`src/pkg/rrc_pkg.sv`:
```
/*
 * rrc_pkg: shared constants and carrier types for the reference output
 * refresh control block.
 * assumes a 200 MHz system clock; no other package is needed.
 */
package rrc_pkg;
    localparam int CODE_W = 10;
    localparam int NUM_CH = 8;
    localparam int CH_W = 3;
    localparam int LEVEL_W = 16;
    localparam int PROD_W = LEVEL_W + CODE_W + 1;
    // code / 1024 is a right shift by the code width
    localparam int FULL_SCALE_SHIFT = 10;
    localparam int CLK_MHZ = 200;
    // internal refresh oscillator, roughly 21 kHz
    localparam int OSC_HZ = 21000;
    localparam int OSC_HALF_CYC = (CLK_MHZ * 1000000) / (2 * OSC_HZ);
    // capture-to-output bounds, microseconds
    localparam int LAT_MIN_US = 48;
    localparam int LAT_MAX_US = 380;
    localparam int LAT_MIN_CYC = LAT_MIN_US * CLK_MHZ;
    localparam int LAT_MAX_CYC = LAT_MAX_US * CLK_MHZ;
    // largest move per refresh cycle, in level units (2 V at 1 mV/lsb)
    localparam logic [LEVEL_W-1:0] STEP_MAX = 16'h07d0;
    localparam logic [CODE_W-1:0] CODE_RST = 10'h000;
    localparam logic [LEVEL_W-1:0] LEVEL_RST = 16'h0000;
    localparam logic [CH_W-1:0] CH_FIRST = 3'h0;
    localparam logic [CH_W-1:0] CH_LAST = 3'h7;

    typedef enum logic [1:0] {
        RRC_ST_IDLE = 2'b00,
        RRC_ST_XFER = 2'b01,
        RRC_ST_HOLD = 2'b10
    } rrc_state_t;

    typedef struct packed {
        logic wr_en;
        logic [CH_W-1:0] wr_ch;
        logic [CODE_W-1:0] wr_code;
    } rrc_wr_t;

    typedef struct packed {
        logic [LEVEL_W-1:0] high;
        logic [LEVEL_W-1:0] low;
    } rrc_ref_t;

    typedef struct packed {
        logic o;
        logic oe;
    } rrc_pin_out_t;
endpackage : rrc_pkg

```
`src/verilog/rrc_pin_sync.sv`:
```
/*
 * rrc_pin_sync: three-stage input synchroniser with agreement filter.
 * assumes the input is asynchronous to clk_i.
 */
`timescale 1ns/100ps
module rrc_pin_sync (
    input wire logic clk_i,
    input wire logic sys_rst_i,
    input wire logic async_i,
    output logic level_o
);
    typedef struct packed {
        logic s1;
        logic s2;
        logic s3;
        logic lvl;
    } rrc_sync_state_t;

    rrc_sync_state_t st_q;
    rrc_sync_state_t st_d;

    always_comb begin
        st_d = st_q;
        st_d.s1 = async_i;
        st_d.s2 = st_q.s1;
        st_d.s3 = st_q.s2;
        // only stages two and three decide; stage one feeds stage two alone
        if (st_q.s2 == st_q.s3) begin
            st_d.lvl = st_q.s3;
        end
    end

    always_ff @(posedge clk_i or posedge sys_rst_i) begin
        if (sys_rst_i) begin
            st_q <= '0;
        end else begin
            st_q <= st_d;
        end
    end

    assign level_o = st_q.lvl;
endmodule : rrc_pin_sync

```
`src/verilog/rrc_refresh_ctrl.sv`:
```
/*
 * rrc_refresh_ctrl: refresh sequencing and clock-source control for an
 * eight-channel 10-bit reference generator.
 * assumes channel codes arrive already decoded from the serial side as a
 * one-cycle write strobe; reference levels are digital words.
 */
`timescale 1ns/100ps
module rrc_refresh_ctrl (
    input wire logic clk_i,
    input wire logic sys_rst_i,
    input wire rrc_pkg::rrc_wr_t wr_i,
    input wire rrc_pkg::rrc_ref_t ref_i,
    input wire logic clock_source_select_i,
    input wire logic refresh_clock_pin_i,
    output logic refresh_clock_pin_o,
    output logic refresh_clock_pin_oe_o,
    output logic refresh_switch_closed_o,
    output logic [rrc_pkg::CH_W-1:0] out_ch_o,
    output logic [rrc_pkg::LEVEL_W-1:0] out_level_o,
    output logic out_valid_o,
    output logic cycle_done_o
);
    localparam int HALF_W = 16;
    localparam logic [HALF_W-1:0] HALF_LAST =
        HALF_W'(rrc_pkg::OSC_HALF_CYC - 1);

    typedef struct packed {
        logic [rrc_pkg::NUM_CH-1:0][rrc_pkg::CODE_W-1:0] code;
        logic [rrc_pkg::NUM_CH-1:0][rrc_pkg::LEVEL_W-1:0] level;
        logic [HALF_W-1:0] div_cnt;
        logic osc;
        logic started;
        logic rclk_prev;
        rrc_pkg::rrc_state_t state;
        logic [rrc_pkg::CH_W-1:0] ch;
        logic [rrc_pkg::CH_W-1:0] out_ch;
        logic [rrc_pkg::LEVEL_W-1:0] out_level;
        logic out_valid;
        logic cycle_done;
        logic sw_closed;
        logic pin_oe;
    } rrc_ctrl_state_t;

    rrc_ctrl_state_t st_q;
    rrc_ctrl_state_t st_d;
    logic ext_clk;
    logic sel_ext;
    logic rclk;
    logic rclk_fall;
    logic rclk_rise;
    logic [rrc_pkg::LEVEL_W-1:0] span;
    logic [rrc_pkg::PROD_W-1:0] prod;
    logic [rrc_pkg::LEVEL_W-1:0] target;
    logic [rrc_pkg::LEVEL_W-1:0] cur;
    logic [rrc_pkg::LEVEL_W-1:0] diff;

    rrc_pin_sync u_sync_clk (
        .clk_i(clk_i),
        .sys_rst_i(sys_rst_i),
        .async_i(refresh_clock_pin_i),
        .level_o(ext_clk)
    );

    rrc_pin_sync u_sync_sel (
        .clk_i(clk_i),
        .sys_rst_i(sys_rst_i),
        .async_i(clock_source_select_i),
        .level_o(sel_ext)
    );

    // selected refresh clock and its edges
    assign rclk = sel_ext ? ext_clk : st_q.osc;
    assign rclk_fall = st_q.rclk_prev & ~rclk;
    assign rclk_rise = ~st_q.rclk_prev & rclk;

    // target level for the channel being visited
    assign span = (ref_i.high > ref_i.low) ?
        rrc_pkg::LEVEL_W'(ref_i.high - ref_i.low) : rrc_pkg::LEVEL_RST;
    assign prod = rrc_pkg::PROD_W'(span) *
        rrc_pkg::PROD_W'(st_q.code[st_q.ch]);
    assign target = rrc_pkg::LEVEL_W'(ref_i.low +
        rrc_pkg::LEVEL_W'(prod >> rrc_pkg::FULL_SCALE_SHIFT));
    assign cur = st_q.level[st_q.ch];
    assign diff = (target > cur) ? rrc_pkg::LEVEL_W'(target - cur) :
        rrc_pkg::LEVEL_W'(cur - target);

    always_comb begin
        st_d = st_q;
        st_d.cycle_done = 1'b0;
        st_d.rclk_prev = rclk;

        // settings store, one independent word per output
        if (wr_i.wr_en) begin
            st_d.code[wr_i.wr_ch] = wr_i.wr_code;
        end

        // internal oscillator free-runs from the system clock
        if (st_q.div_cnt == HALF_LAST) begin
            st_d.div_cnt = '0;
            st_d.osc = ~st_q.osc;
            st_d.started = 1'b1;
        end else begin
            st_d.div_cnt = HALF_W'(st_q.div_cnt + 1'b1);
        end

        // pin stays undriven until the first oscillator period begins;
        // released the cycle after sel_ext selects the pin as an input
        st_d.pin_oe = st_q.started & ~sel_ext;

        case (st_q.state)
            rrc_pkg::RRC_ST_IDLE: begin
                st_d.sw_closed = 1'b0;
                if (rclk_fall) begin
                    st_d.state = rrc_pkg::RRC_ST_XFER;
                end
            end
            rrc_pkg::RRC_ST_XFER: begin
                // one channel per falling edge; slew-limited move
                st_d.sw_closed = 1'b1;
                if (diff > rrc_pkg::STEP_MAX) begin
                    if (target > cur) begin
                        st_d.level[st_q.ch] =
                            rrc_pkg::LEVEL_W'(cur + rrc_pkg::STEP_MAX);
                    end else begin
                        st_d.level[st_q.ch] =
                            rrc_pkg::LEVEL_W'(cur - rrc_pkg::STEP_MAX);
                    end
                end else begin
                    st_d.level[st_q.ch] = target;
                end
                st_d.out_ch = st_q.ch;
                st_d.out_level = st_d.level[st_q.ch];
                st_d.out_valid = 1'b1;
                st_d.state = rrc_pkg::RRC_ST_HOLD;
            end
            rrc_pkg::RRC_ST_HOLD: begin
                if (rclk_rise) begin
                    // switches open; advance fixed channel order
                    st_d.sw_closed = 1'b0;
                    st_d.state = rrc_pkg::RRC_ST_IDLE;
                    if (st_q.ch == rrc_pkg::CH_LAST) begin
                        st_d.ch = rrc_pkg::CH_FIRST;
                        st_d.cycle_done = 1'b1;
                    end else begin
                        st_d.ch = rrc_pkg::CH_W'(st_q.ch + 1'b1);
                    end
                end else if (rclk_fall) begin
                    // missed rise (glitchy external clock): transfer the same channel again
                    st_d.state = rrc_pkg::RRC_ST_XFER;
                end
            end
            default: begin
                st_d.state = rrc_pkg::RRC_ST_IDLE;
                st_d.sw_closed = 1'b0;
            end
        endcase
    end

    always_ff @(posedge clk_i or posedge sys_rst_i) begin
        if (sys_rst_i) begin
            st_q <= '0;
            st_q.state <= rrc_pkg::RRC_ST_IDLE;
            st_q.ch <= rrc_pkg::CH_FIRST;
            st_q.rclk_prev <= 1'b0;
        end else begin
            st_q <= st_d;
        end
    end

    assign refresh_clock_pin_o = st_q.osc;
    assign refresh_clock_pin_oe_o = st_q.pin_oe;
    assign refresh_switch_closed_o = st_q.sw_closed;
    assign out_ch_o = st_q.out_ch;
    assign out_level_o = st_q.out_level;
    assign out_valid_o = st_q.out_valid;
    assign cycle_done_o = st_q.cycle_done;
endmodule : rrc_refresh_ctrl

```
`config.mk`:
```
export PLATFORM = sky130hd
export DESIGN_NAME = rrc_refresh_ctrl
export DESIGN_NICKNAME = d
export VERILOG_FILES = /design/src/pkg/rrc_pkg.sv /design/src/verilog/rrc_pin_sync.sv /design/src/verilog/rrc_refresh_ctrl.sv
export SDC_FILE = /design/constraint.sdc
export NUM_CORES = 1
export LEC_CHECK = 0
export ABC_CLOCK_PERIOD_IN_PS = 22700
export BUFFER_PORTS_ARGS = -buffer_cell sky130_fd_sc_hd__buf_2
export CAP_MARGIN = 10
export CORE_UTILIZATION = 35
export DETAILED_ROUTE_END_ITERATION = 7
export SYNTH_ARGS = -nofsm -noshare
export SYNTH_HDL_FRONTEND = slang
export SYNTH_SLANG_ARGS = --single-unit
```
`constraint.sdc`:
```
create_clock -name clk_i -period 22.7 [get_ports clk_i]
set_input_delay 4.54 -clock clk_i [delete_from_list [all_inputs] [get_ports clk_i]]
set_output_delay 4.54 -clock clk_i [all_outputs]
set_load 0.01 [all_outputs]
```
==> parameters.txt <==
Parameter                              Value

Clock tree
  CTS max path bufs ... 3
  Number of sinks handled by clock tree synthesis ... 263
  Insertion delay to the later sink of the worst-skew pair ... 0.53 ns
  TritonCTS clock tree ... yes
  Post-CTS sizing ... 0
  Number of hold-repair buffers added at the cts stage ... 0
  Number of buffers added by the clock tree synthesis step ... 25
  Count of buffers added by post-CTS timing repair for setup ... 0
  Clock-pin slew reported for the worst setup and hold paths after clock tree synthesis ... 0.06 ns
  CTS HTree Levels ... 1
  Clock tree root driver cell ... clkbuf_16

GRT
  Global routing usage summed across all routing layers ... 18.7%
  GR met2 Demand/Resource ... 30.1%
  Met3 routing resource usage after global routing ... 2.76%
  Global-route congestion overflow total ... 0
  Number of antenna violations at the first check in global routing ... 5
  Number of global-route vias before repair ... 16.0k
  Grt met1 use ... 26.5%
  Global-route wire length before repair ... 88600 um
  Most heavily used metal layer in global routing ... met2
  Largest net degree at the start of global routing ... 112

STA
  Aggregate negative setup slack ... 0 ns
  Final clock period utilization by the worst path ... 84.6%
  Final Hold Fails ... 0
  Unrepaired setup endpoints after global routing ... no
  Final count of negative-setup-slack endpoints ... 0
  Minimum clock period after layout ... 19.20 ns
  Total count of max-transition violations in the final report ... 0
  Pin slew with the least headroom to its limit ... 1.17 ns
  Hold Worst Slack ... 0.349 ns
  Relative slew margins ... 21.6%
  Clock skew ... 0.0167 ns
  Max Clock Freq ... 52.1 MHz

Synthesis
  Synthesized area per cell ... 9.52 um2
  Seq cells post-synth ... 263
  Fraction of registers with async set or reset after synthesis ... 100%
  Yosys warning total ... 0
  Cells after Synth ... 2124
  Seq/Total Area, Yosys ... 32.6%
  Ys flop type ... dfrtp_1
  Synth Net Count ... 2412
  Number of synthesized flops with an enable pin ... 0
  Cell area after synthesis ... 20200 um2
  Count of unique library cells instantiated by Yosys ... 88

Placed design
  Final Wtd Congestion ... 0.928
  Detailed placement HPWL ... 40900 um
  Cell Count Post-Placement ... 2866
  Port-buffer cells ... 73

Floorplan
  Die Span X ... 242 um
  Number of placement rows ... 87
  Core Area ... 56700 um2
  Area of the die ... 58700 um2
  Number of top-level pins ... 74
  Initial core utilization ... 35.6%
  Die Height ... 242 um

Layout
  Final net count ... 2425
  Final Non-Filler Cells ... 2908
  Proportion of layout cells with a drive suffix above 1 ... 13.8%
  Fill cell instance count of the final layout ... 5607
  Relative area change from synthesis to final layout ... 8.68%
  Leading cell type in the layout, fill and taps excluded ... nand2_1
  Commonest cells after routing, fill and taps aside ... nand2_1 (283), dfrtp_1 (261), inv_1 (201), o21ai_0 (167), nor2_1 (141)

Setup path
  Req. time, crit path ... 23.07 ns
  Cell with the largest stage delay on the worst path ... xor2_1
  Reg2reg path depth ... 44
  Slowest stage delay, CP ... 0.80 ns
  Crit path launch type ... input pin
  Kind of cell adding the most delay to the critical path ... compound AO/OA/AOI/OAI gates
  Element type at the critical path end ... flip-flop
  Worst path most repeated cell ... o21ai_0
  Worst Path Class, Setup ... input pin to flip-flop
  Arr. time, crit path ... 19.58 ns
  Capture instance of the worst register-to-register path ... st_q[139]$_DFFE_PP0P_
  Number of buffers and inverters on the critical path ... 5
  Minimum setup slack among reg-to-reg paths ... 8.64 ns
  Largest driver fanout on the critical path ... 24
  Startpoint of the worst register-to-register path ... st_q[25]$_DFFE_PP0P_

Drt
  ANT nets after route ... 0
  Mean routed wirelength per cell ... 18.9 um
  Total routed wirelength ... 55100 um
  Count of routing violations after the opening detailed-route iteration ... 1095
  Routed vias ... 15.6k
  Number of vias per cell after detailed routing ... 5.35
  Pre-Repair DR Iteration Count ... 5
  DRC errors left ... 0

Min path
  Type of the worst min-delay path ... flip-flop to flip-flop
  End point of the most critical hold path ... u_sync_clk.st_d[1]$_DFF_PP0_
  Worst hold stages ... 0
  Hold path start ... u_sync_clk.st_d[2]$_DFF_PP0_

Run
  Max cap viols ... 0

Outcome
  Result of the run ... completed
## Yosys cell counts (all sizes together) (6+ instances only)
| cell | count | area [um2] |
|---|---|---|
| a221oi | 14 | 129 |
| a31oi | 8 | 50.1 |
| nand2 | 284 | 1070 |
| or3 | 7 | 43.8 |
| nand4 | 21 | 153 |
| clkbuf | 67 | 251 |
| o21ai | 196 | 1020 |
| nor3 | 33 | 175 |
| ha | 125 | 1560 |
| o21a | 11 | 82.6 |
| and3 | 14 | 87.6 |
| and2 | 23 | 144 |
| or2 | 6 | 37.5 |
| buf | 48 | 333 |
| inv | 202 | 758 |
| a21oi | 73 | 373 |
| nor2b | 19 | 119 |
| o211ai | 6 | 50.1 |
| mux2 | 87 | 980 |
| nor3b | 12 | 90.1 |
| nor2 | 141 | 529 |
| mux4 | 21 | 473 |
| nor4 | 7 | 43.8 |
| mux2i | 49 | 619 |
| nand3 | 33 | 165 |
| o221ai | 12 | 105 |
| nand2b | 24 | 150 |
| a21o | 30 | 225 |
| dfrtp | 263 | 6580 |
| a221o | 8 | 80.1 |
| xnor2 | 49 | 429 |
| xor2 | 26 | 228 |
| a211oi | 9 | 77.6 |
| fa | 113 | 2260 |
## metrics by stage
stage / setup WS, ns / utilization [%] / cell area, um2
floorplan: 6.63 / - / 20200
global placement: 3.53 / 37.3 / 21200
detailed placement: 3.16 / 37.3 / 21200
CTS: 3.62 / 38.7 / 22000
global route: 2.40 / 38.7 / 22000
finish: 3.50 / 38.7 / 22000
## sequential cells by signal, summed over array words and instances, names as in the netlist, 2 cells and up
name and cells:
st_q 231, u_sync_clk.st_d 2, u_sync_sel.st_d 2, out_level_o 16, out_ch_o 3
## kinds of logic (layout without fill, tap and decap cells)
family	Yosys count	after routing	share of synthesized area (%)
AOI/OAI and AO/OA	428	428	13.5
xor gates and xnor gates	75	75	3.25
adders and majority gates	240	240	19.0
buffers and inverters	317	343	6.64
DFF	263	263	32.6
muxes	157	157	10.3
other	0	2	0
and+or+nand+nor	644	644	14.7
## metal layers
metal  share of wire (%)  vias up
met1                  47     7766
met5               0.069        -
met3                 5.7       80
li1                    -     7270
met2                  46      450
met4                 1.8        6
## how the worst max path moves through the flow
stage	from	to	slack, ns	cells past startpoint
after floorplan	ref_i[1]	st_q[110]$_DFFE_PP0P_	6.63	52
after global placement	ref_i[1]	st_q[137]$_DFFE_PP0P_	3.53	50
after detailed placement	ref_i[1]	st_q[137]$_DFFE_PP0P_	3.16	50
after CTS	ref_i[1]	st_q[137]$_DFFE_PP0P_	3.62	50
after global routing	ref_i[1]	st_q[137]$_DFFE_PP0P_	2.40	50
final	ref_i[1]	st_q[139]$_DFFE_PP0P_	3.50	50
## final cells by class
type                       count  area, um2  share of cell area (%)
timing repair buffer         101        576                    2.62
clock buffer                  37        741                    3.37
multi-input combinational   1544      12300                    56.0
inverter                     202        766                    3.49
antenna                        2       5.00                  0.0228
tap                          756        946                    4.31
sequential                   263       6580                    30.0
clock inverter                 3       46.3                   0.211
Power is not shown: default switching activity piles up to over one toggle a cycle in this logic, so the estimate is an artifact.
